[src/logic/e1rs_pkg.sv]
// package: register map, field positions and timing for e1 receive sync
// =====================================================================
// Contract
// - id top bit flags family, 6:4 zero
// - id low nibble holds decimal die revision
// - pulse mode clear frames, set multiframes
// - multiframe kind clear cas, set crc4
// - direction clear output, set input
// - three errored fas, optionally nfas bit2
// - auto realign disable bit stops hunting
// - manual bit rising edge starts one realign
// - fas in n, absent n+1, present n+2
// - two crc4 mfaw within 8 ms aligns
// - 915 of 1000 crc4 words errored loses
// - two errored cas mfaw lose alignment
// - spare select bits gate link clock pulses
// - rate bit selects 1.544 or 2.048 backplane
// - elastic bit bypasses or inserts store
package e1rs_pkg;
    // =================================================================
    // register offsets
    localparam logic [7:0] ADDR_CHIP_IDENTITY = 8'h0f;
    localparam logic [7:0] ADDR_RX_CTRL_ONE = 8'h10;
    localparam logic [7:0] ADDR_RX_CTRL_TWO = 8'h11;
    localparam logic [7:0] ADDR_TX_CTRL_ONE = 8'h12;
    localparam logic [7:0] CTRL_RESET = 8'h00;
    // =================================================================
    // field positions
    localparam int ID_FAMILY_POS = 7;
    localparam int RC1_MF_KIND = 7;
    localparam int RC1_PULSE_MODE = 6;
    localparam int RC1_SYNC_DIR = 5;
    localparam int RC1_CRITERIA = 2;
    localparam int RC1_AUTO_DIS = 1;
    localparam int RC1_MANUAL = 0;
    localparam int RC2_SPARE_LO = 3;
    localparam int RC2_RATE = 2;
    localparam int RC2_ELASTIC = 1;
    // =================================================================
    // alignment limits and timing
    localparam logic [1:0] FAS_ERR_LIMIT = 2'h3;
    localparam logic [1:0] CAS_ERR_LIMIT = 2'h2;
    localparam logic [9:0] CRC_WORDS = 10'h3e8;
    localparam logic [9:0] CRC_ERR_LIMIT = 10'h393;
    localparam int MF_WIN_MS = 8;
    localparam int CLK_KHZ = 50000;
    localparam int MF_WIN_CYC = MF_WIN_MS * CLK_KHZ;
endpackage : e1rs_pkg

[src/logic/e1rs_crc_monitor.sv]
// crc4 code word error window: loss after too many errored words
module e1rs_crc_monitor (
    input wire logic clk_sys,
    input wire logic rst_b,
    input wire logic enable,
    input wire logic wordStb,
    input wire logic wordErr,
    output logic lossStb
);
    logic [9:0] wordCnt_r;
    logic [9:0] errCnt_r;
    logic [9:0] errNxt;
    logic lastWord;

    // running error total including this word
    assign errNxt = errCnt_r + 10'(wordErr);
    assign lastWord = (wordCnt_r == e1rs_pkg::CRC_WORDS - 10'h001);

    // =================================================================
    // count words and errors over each window
    always_ff @(posedge clk_sys) begin
        if (!rst_b || !enable) begin
            wordCnt_r <= 10'h000;
            errCnt_r <= 10'h000;
        end else if (wordStb) begin
            wordCnt_r <= lastWord ? 10'h000 : wordCnt_r + 10'h001;
            errCnt_r <= lastWord ? 10'h000 : errNxt;
        end
    end

    // loss pulse at window end
    always_ff @(posedge clk_sys) begin
        if (!rst_b) begin
            lossStb <= 1'b0;
        end else begin
            lossStb <= enable && wordStb && lastWord &&
                (errNxt >= e1rs_pkg::CRC_ERR_LIMIT);
        end
    end
endmodule : e1rs_crc_monitor

[src/logic/e1rs_rx_sync_ctrl.sv]
// receive control registers and frame/multiframe alignment
module e1rs_rx_sync_ctrl #(
    parameter logic FAMILY_E1 = 1'b1,
    parameter logic [3:0] DIE_REVISION = 4'h1, // arbitrary value
    parameter int MF_WIN_CYC = e1rs_pkg::MF_WIN_CYC
) (
    input wire logic clk_sys,
    input wire logic rst_b,
    // parallel host port, intel style, non multiplexed
    input wire logic csB,
    input wire logic rdB,
    input wire logic wrB,
    input wire logic [7:0] addr,
    input wire logic [7:0] dataIn,
    output logic [7:0] dataOut,
    output logic dataOe,
    // receive path events, one cycle each
    input wire logic frameStb,
    input wire logic fasFound,
    input wire logic nfasBit2,
    input wire logic crcMfawStb,
    input wire logic crcMfStb,
    input wire logic crcWordStb,
    input wire logic crcWordErr,
    input wire logic casMfawStb,
    input wire logic casMfawErr,
    input wire logic ts16Zero,
    input wire logic [4:0] spareBitPos,
    // boundary pin, three signals
    input wire logic rx_boundary_pin_in,
    output logic rx_boundary_pin_out,
    output logic rx_boundary_pin_oe,
    output logic boundaryToStore,
    output logic rx_link_clock,
    output logic backplane_rate_sel,
    output logic rx_elastic_buffer_enable,
    output logic frameSync,
    output logic crcMfSync,
    output logic casMfSync,
    output logic [7:0] txCtrlOne
);
    typedef enum logic [2:0] {
        FR_HUNT, FR_NOFAS, FR_FAS2, FR_SYNC, FR_LOST
    } e1rs_frame_t;
    typedef enum logic [1:0] {CRC_HUNT, CRC_WAIT, CRC_SYNC} e1rs_crc_t;

    logic [7:0] rxCtrlOne_r;
    logic [7:0] rxCtrlTwo_r;
    logic [7:0] txCtrlOne_r;
    logic [19:0] pinSync;
    logic csAct;
    logic rdAct;
    logic wrSync;
    logic wrPrev_r;
    logic wrStb;
    logic [7:0] addrSync;
    logic [7:0] dataSync;
    logic boundInSync;
    logic manualPrev_r;
    logic manualRise;
    e1rs_frame_t frState_r;
    logic fasFrame_r;
    logic [1:0] fasErr_r;
    logic [1:0] nfasErr_r;
    logic frameLoss;
    e1rs_crc_t crcState_r;
    logic [19:0] mfTimer_r;
    logic crcLoss;
    logic [1:0] casErr_r;
    logic casSync_r;
    logic boundOut_r;
    logic boundOe_r;
    logic linkClk_r;
    logic [7:0] rdData;

    // =================================================================
    // host port pins through two flip-flops
    e1rs_sync2 #(.WIDTH(20)) uPinSync (
        .clk_sys(clk_sys),
        .rst_b(rst_b),
        .pinIn({rx_boundary_pin_in, dataIn, addr, wrB, rdB, csB}),
        .pinSync(pinSync)
    );

    assign csAct = !pinSync[0];
    assign rdAct = csAct && !pinSync[1];
    assign wrSync = pinSync[2];
    assign addrSync = pinSync[10:3];
    assign dataSync = pinSync[18:11];
    assign boundInSync = pinSync[19];
    // write completes on the rising edge of the write strobe
    assign wrStb = csAct && wrSync && !wrPrev_r;

    always_ff @(posedge clk_sys) begin
        if (!rst_b) begin
            wrPrev_r <= 1'b1;
        end else begin
            wrPrev_r <= wrSync;
        end
    end

    // =================================================================
    // control registers, identity ignores writes
    always_ff @(posedge clk_sys) begin
        if (!rst_b) begin
            rxCtrlOne_r <= e1rs_pkg::CTRL_RESET;
            rxCtrlTwo_r <= e1rs_pkg::CTRL_RESET;
            txCtrlOne_r <= e1rs_pkg::CTRL_RESET;
        end else if (wrStb) begin
            unique case (addrSync)
                e1rs_pkg::ADDR_RX_CTRL_ONE: rxCtrlOne_r <= dataSync;
                e1rs_pkg::ADDR_RX_CTRL_TWO: rxCtrlTwo_r <= dataSync;
                e1rs_pkg::ADDR_TX_CTRL_ONE: txCtrlOne_r <= dataSync;
                default: ;
            endcase
        end
    end

    // read multiplexer, unmapped locations read zero
    always_comb begin
        rdData = 8'h00;
        unique case (addrSync)
            e1rs_pkg::ADDR_CHIP_IDENTITY: begin
                rdData[e1rs_pkg::ID_FAMILY_POS] = FAMILY_E1;
                rdData[3:0] = DIE_REVISION;
            end
            e1rs_pkg::ADDR_RX_CTRL_ONE: rdData = rxCtrlOne_r;
            e1rs_pkg::ADDR_RX_CTRL_TWO: rdData = rxCtrlTwo_r;
            e1rs_pkg::ADDR_TX_CTRL_ONE: rdData = txCtrlOne_r;
            default: rdData = 8'h00;
        endcase
    end

    // read data and bus drive registered
    always_ff @(posedge clk_sys) begin
        if (!rst_b) begin
            dataOut <= 8'h00;
            dataOe <= 1'b0;
        end else begin
            dataOe <= rdAct;
            if (rdAct) begin
                dataOut <= rdData;
            end
        end
    end

    // =================================================================
    // manual realign edge detect
    assign manualRise = rxCtrlOne_r[e1rs_pkg::RC1_MANUAL] && !manualPrev_r;

    always_ff @(posedge clk_sys) begin
        if (!rst_b) begin
            manualPrev_r <= 1'b0;
        end else begin
            manualPrev_r <= rxCtrlOne_r[e1rs_pkg::RC1_MANUAL];
        end
    end

    // loss of frame alignment from consecutive errors
    assign frameLoss = (frState_r == FR_SYNC) && frameStb && (fasFrame_r ?
        (!fasFound && fasErr_r == e1rs_pkg::FAS_ERR_LIMIT - 2'h1) :
        (rxCtrlOne_r[e1rs_pkg::RC1_CRITERIA] && !nfasBit2 &&
         nfasErr_r == e1rs_pkg::FAS_ERR_LIMIT - 2'h1));

    // =================================================================
    // frame alignment search and hold
    always_ff @(posedge clk_sys) begin
        if (!rst_b) begin
            frState_r <= FR_HUNT;
        end else if (manualRise) begin
            frState_r <= FR_HUNT;
        end else if (frameStb) begin
            unique case (frState_r)
                FR_HUNT: if (fasFound) frState_r <= FR_NOFAS;
                FR_NOFAS: if (fasFound) frState_r <= FR_NOFAS;
                          else frState_r <= FR_FAS2;
                FR_FAS2: frState_r <= fasFound ? FR_SYNC : FR_HUNT;
                FR_SYNC: if (frameLoss) begin
                    frState_r <= rxCtrlOne_r[e1rs_pkg::RC1_AUTO_DIS] ?
                        FR_LOST : FR_HUNT;
                end
                FR_LOST: frState_r <= FR_LOST;
            endcase
        end
    end

    // fas/nfas phase and consecutive error counts
    always_ff @(posedge clk_sys) begin
        if (!rst_b || frState_r != FR_SYNC) begin
            fasFrame_r <= 1'b0;
            fasErr_r <= 2'h0;
            nfasErr_r <= 2'h0;
        end else if (frameStb) begin
            fasFrame_r <= !fasFrame_r;
            if (fasFrame_r) begin
                fasErr_r <= fasFound ? 2'h0 : fasErr_r + 2'h1;
            end else begin
                // counts only while the criteria bit is on, so no wrap
                nfasErr_r <= (nfasBit2 ||
                    !rxCtrlOne_r[e1rs_pkg::RC1_CRITERIA]) ?
                    2'h0 : nfasErr_r + 2'h1;
            end
        end
    end

    assign frameSync = (frState_r == FR_SYNC);

    // =================================================================
    // crc4 multiframe alignment
    e1rs_crc_monitor uCrcMon (
        .clk_sys(clk_sys),
        .rst_b(rst_b),
        .enable(crcState_r == CRC_SYNC),
        .wordStb(crcWordStb),
        .wordErr(crcWordErr),
        .lossStb(crcLoss)
    );

    always_ff @(posedge clk_sys) begin
        if (!rst_b || !frameSync) begin
            crcState_r <= CRC_HUNT;
            mfTimer_r <= 20'h00000;
        end else begin
            unique case (crcState_r)
                CRC_HUNT: begin
                    mfTimer_r <= 20'h00000;
                    if (crcMfawStb) crcState_r <= CRC_WAIT;
                end
                CRC_WAIT: begin
                    mfTimer_r <= mfTimer_r + 20'h00001;
                    if (crcMfawStb) begin
                        crcState_r <= CRC_SYNC;
                    end else if (mfTimer_r >= 20'(MF_WIN_CYC - 1)) begin
                        crcState_r <= CRC_HUNT;
                    end
                end
                CRC_SYNC: if (crcLoss) crcState_r <= CRC_HUNT;
            endcase
        end
    end

    assign crcMfSync = (crcState_r == CRC_SYNC);

    // =================================================================
    // cas multiframe alignment
    always_ff @(posedge clk_sys) begin
        if (!rst_b || !frameSync) begin
            casSync_r <= 1'b0;
            casErr_r <= 2'h0;
        end else if (casMfawStb) begin
            if (!casSync_r) begin
                casSync_r <= !casMfawErr && !ts16Zero;
                casErr_r <= 2'h0;
            end else if (!casMfawErr) begin
                casErr_r <= 2'h0;
            end else if (casErr_r == e1rs_pkg::CAS_ERR_LIMIT - 2'h1) begin
                casSync_r <= 1'b0;
                casErr_r <= 2'h0;
            end else begin
                casErr_r <= casErr_r + 2'h1;
            end
        end
    end

    assign casMfSync = casSync_r;

    // =================================================================
    // boundary pin: frame or multiframe pulses, or input
    always_ff @(posedge clk_sys) begin
        if (!rst_b) begin
            boundOut_r <= 1'b0;
            boundOe_r <= 1'b0;
        end else begin
            boundOe_r <= !rxCtrlOne_r[e1rs_pkg::RC1_SYNC_DIR];
            if (!rxCtrlOne_r[e1rs_pkg::RC1_PULSE_MODE]) begin
                boundOut_r <= frameStb && frameSync;
            end else if (rxCtrlOne_r[e1rs_pkg::RC1_MF_KIND]) begin
                boundOut_r <= crcMfStb && crcMfSync;
            end else begin
                boundOut_r <= casMfawStb && casSync_r && !casMfawErr;
            end
        end
    end

    assign rx_boundary_pin_out = boundOut_r;
    assign rx_boundary_pin_oe = boundOe_r;
    // input use only with the elastic store present
    assign boundaryToStore = boundInSync && !boundOe_r &&
        rxCtrlTwo_r[e1rs_pkg::RC2_ELASTIC];

    // =================================================================
    // link clock gated per spare bit position
    always_ff @(posedge clk_sys) begin
        if (!rst_b) begin
            linkClk_r <= 1'b0;
        end else begin
            linkClk_r <= |(spareBitPos &
                rxCtrlTwo_r[e1rs_pkg::RC2_SPARE_LO +: 5]);
        end
    end

    assign rx_link_clock = linkClk_r;
    assign backplane_rate_sel = rxCtrlTwo_r[e1rs_pkg::RC2_RATE];
    assign rx_elastic_buffer_enable =
        rxCtrlTwo_r[e1rs_pkg::RC2_ELASTIC];
    assign txCtrlOne = txCtrlOne_r;
endmodule : e1rs_rx_sync_ctrl

[src/logic/e1rs_sync2.sv]
// two flip-flop synchroniser for a group of pin inputs
module e1rs_sync2 #(
    parameter int WIDTH = 1
) (
    input wire logic clk_sys,
    input wire logic rst_b,
    input wire logic [WIDTH-1:0] pinIn,
    output logic [WIDTH-1:0] pinSync
);
    logic [WIDTH-1:0] stage_r;

    // =================================================================
    // first stage is read only by the second
    always_ff @(posedge clk_sys) begin
        if (!rst_b) begin
            stage_r <= '1;
            pinSync <= '1;
        end else begin
            stage_r <= pinIn;
            pinSync <= stage_r;
        end
    end
endmodule : e1rs_sync2
[config.mk]
export PLATFORM = sky130hd
export DESIGN_NAME = e1rs_rx_sync_ctrl
export DESIGN_NICKNAME = d
export VERILOG_FILES = /design/src/logic/e1rs_pkg.sv /design/src/logic/e1rs_crc_monitor.sv /design/src/logic/e1rs_rx_sync_ctrl.sv /design/src/logic/e1rs_sync2.sv
export SDC_FILE = /design/constraint.sdc
export NUM_CORES = 1
export LEC_CHECK = 0
export BUFFER_PORTS_ARGS = -buffer_cell sky130_fd_sc_hd__buf_4
export CORE_ASPECT_RATIO = 1.5
export CORE_UTILIZATION = 44
export DETAILED_ROUTE_END_ITERATION = 6
export PLACE_DENSITY = 0.61
export SYNTH_ARGS = -nofsm -noshare
export SYNTH_HDL_FRONTEND = slang
export SYNTH_SLANG_ARGS = --single-unit
[constraint.sdc]
create_clock -name clk_sys -period 2.6 [get_ports clk_sys]
set_clock_uncertainty 0.1 [all_clocks]
set_input_delay 0.39 -clock clk_sys [delete_from_list [all_inputs] [get_ports clk_sys]]
set_output_delay 0.39 -clock clk_sys [all_outputs]
set_load 0.01 [all_outputs]
==> impl_results.md <==
- Status: finished, final reports clean
- Wire length of the first global-routing pass: 19800 µm
- Fin crit share: 0.803
- CTS tree: built
- Final worst path period need: 2.09 ns
- Worst r2r dst: mfTimer_r[7]$_SDFFE_PP0P_
- Max-slew violations: 0
- Final TNS setup: 0 ns
- Worst slew pin tran: 0.682 ns
- Reg2reg setup slack: 0.51 ns
- Seq/Total Area, Yosys: 0.472
- Total gr overflow: 0
- Yosys cell types: 61
- Core area: 0.0124 mm²
- Cells after DPL: 798
- Worst hold path depth: 2
- Number of synthesized flops with an enable pin: 0
- Final ANT Viol Nets: 0
- Final Util: 0.541
- Sequential Area: 0.00264 mm²
- Dpl ws: 0.523 ns
- Max rail drop VDD: 463 µV
- Port Buffers: 62
- Routed vias/inst: 5.34
- Drt drc: 0
- Area grow syn2layout: 20.5%
- Synthesized cell area: 0.00559 mm²
- MaxCap Viol Count: 0
- WP data required: 2.84 ns
- Die H: 140 µm
- Gpl congestion: 0.805
- Syn nets: 653
- Post-DP HPWL: 8270 µm
- Hold Crit Class: in2reg
- Crit path kind: reg2reg
- Total global-route track usage: 0.190
- Crit path max fanout: 14
- Worst Hold Path EP: uPinSync.stage_r[19]$_SDFF_PN1_
- Hold Startpoint: rx_boundary_pin_in
- Worst Reg-to-Reg Cells: 6
- Final #Nets: 708
- Post-CTS Resized: 0
- Lkg Pwr: 2.68 nW
- DIE AREA: 0.0132 mm²
- Share of flip-flops with an asynchronous set or reset: 0
- Synth warn: 0
- Finished Layout Cells: 830
- Fillers: 1111
- CP endpoint kind: register
- H-tree Lvls: 4
- Fmax: 479 MHz
- CTS Sinks: 132
- Vias in the first global route: 4311
- Clock tree buffer depth: 2
- Top Ports: 63
- RSZ-0062 raised after global routing: no
- # hold bufs at CTS: 0
- Critical Path AT: 2.33 ns
- Endpoints failing setup: 0
- Post-CTS Setup Bufs: 0
- R2R Path Start: crcState_r[1]$_SDFFE_PP0P_
- Row cnt: 50
- Pwr dens: 690 mW/mm²
- Die width: 94.1 µm
- Starting Density: 0.449
- Via count: 4433
- Seq cells post-synth: 132
- Setup ws final: 0.512 ns
- Initial antenna violation count: 0
- Final hold viol count: 0
- Clk Latency, worst-skew pair: 0.41 ns
- Syn_area_per_cell: 9.23 µm²
- CP Launch Type: register
- Relative slew margins: 0.545
- Synth Instances: 606
- Reg clk slew, reported paths: 0.06 ns
- Most used DFF post-synth: dfxtp_1
- Most frequent cells in the layout: dfxtp_1, buf_4, nand2_1
- Largest net degree at the start of global routing: 44
- Avg WL per Cell: 14.1 µm
- Commonest non-fill, non-tap cell in the layout: dfxtp_1
- DRT iter0 DRCs: 193
- Routed WL: 11700 µm
- Diodes inserted: 0
- TritonCTS buffer count: 17
- DRT Pass-1 Iters: 5
- Root Driver: clkbuf_16
- Share of layout cells above drive strength 1: 0.172
- Area of the multi-input gates: 0.00273 mm²
[power by group]
part / internal [mW] / switching [mW] / total (mW)
logic: 0.0733 / 0.0733 / 0.147
registers: 2.06 / 0.0130 / 2.07
clock network: 1.52 / 0.915 / 2.43
total: 3.64 / 1.00 / 4.65
[cells in the mapped netlist, types with 4 or more instances]
master / count / area [µm²]
a21oi_1: 35 / 175
a31oi_1: 5 / 31.3
and3_1: 10 / 62.6
and4_1: 4 / 35.0
buf_2: 9 / 45.0
clkbuf_1: 15 / 56.3
dfxtp_1: 132 / 2640
ha_1: 10 / 125
inv_1: 15 / 56.3
mux2i_1: 41 / 410
nand2_1: 64 / 240
nand2b_1: 52 / 325
nand3_1: 33 / 165
nand3b_1: 6 / 45.0
nand4_1: 10 / 62.6
nor2_1: 45 / 169
nor2b_1: 4 / 25.0
nor3_1: 10 / 50.1
nor3b_1: 4 / 30.0
nor4_1: 5 / 31.3
o211ai_1: 4 / 30.0
o21ai_0: 14 / 70.1
o2bb2ai_1: 8 / 70.1
xnor2_1: 10 / 87.6
xor2_1: 6 / 52.6
[worst max-delay path, cell delays in order (launching register included)]
cell	delay [ns]
dfxtp_1	0.33
inv_1	0.08
ha_1	0.44
and3_1	0.26
and4_2	0.38
mux2_2	0.36
nor2_1	0.07
[per-layer routing]
metal / vias up / global-route usage / routed length [µm]
met5: - / 0 / 0
li1: 2233 / - / -
met4: 0 / 0.0834 / 263
met3: 21 / 0.0510 / 477
met2: 100 / 0.331 / 5980
met1: 2079 / 0.215 / 4980
[sequential cells by signal (all words and copies together) (netlist names), 2 cells and up]
signal and flops:
casErr_r 2, dataOut 8, uPinSync.pinSync 20, uPinSync.stage_r 20, nfasErr_r 2, fasErr_r 2
mfTimer_r 20, uCrcMon.errCnt_r 10, frState_r 3, crcState_r 2, txCtrlOne 8, rxCtrlOne_r 8
rxCtrlTwo_r 8, uCrcMon.wordCnt_r 10
[through the flow]
stage	total power, mW	area, µm²	hold slack (ns)
after global routing	4.81	6740	0.0406
after detailed placement	2.26	6130	0.291
after floorplan	2.19	5590	0.286
final	4.65	6740	0.0549
after global placement	2.26	6130	0.289
after CTS	4.69	6740	0.0435
[cells by family after synthesis]
family / after synthesis / share of synthesized area
AND/OR/NAND/NOR: 267 / 0.256
flip-flops: 132 / 0.472
AO/OA/AOI/OAI: 90 / 0.106
buffers and inverters: 47 / 0.0389
multiplexers: 44 / 0.0794
XOR/XNOR: 16 / 0.0251
adder cells (fa/ha/maj): 10 / 0.0224
[how the worst max path moves through the flow]
stage / startpoint / end / slack, ns / cells after the start
floorplan: mfTimer_r[0]$_SDFFE_PP0P_ / crcState_r[0]$_SDFFE_PP0P_ / 0.77 / 6
global placement: crcState_r[1]$_SDFFE_PP0P_ / mfTimer_r[7]$_SDFFE_PP0P_ / 0.58 / 6
detailed placement: crcState_r[1]$_SDFFE_PP0P_ / mfTimer_r[7]$_SDFFE_PP0P_ / 0.52 / 6
CTS: crcState_r[1]$_SDFFE_PP0P_ / mfTimer_r[7]$_SDFFE_PP0P_ / 0.51 / 6
global route: crcState_r[1]$_SDFFE_PP0P_ / mfTimer_r[7]$_SDFFE_PP0P_ / 0.34 / 6
finish: crcState_r[1]$_SDFFE_PP0P_ / mfTimer_r[7]$_SDFFE_PP0P_ / 0.51 / 6
[cell type report]
cell class	instances	share of cell area
multi-input combinational	427	0.406
sequential	132	0.392
timing repair buffer	67	0.0747
clock buffer	17	0.0631
tap	156	0.0290
clock inverter	15	0.0266
inverter	16	0.00891
(Power assumes the default switching activity.)
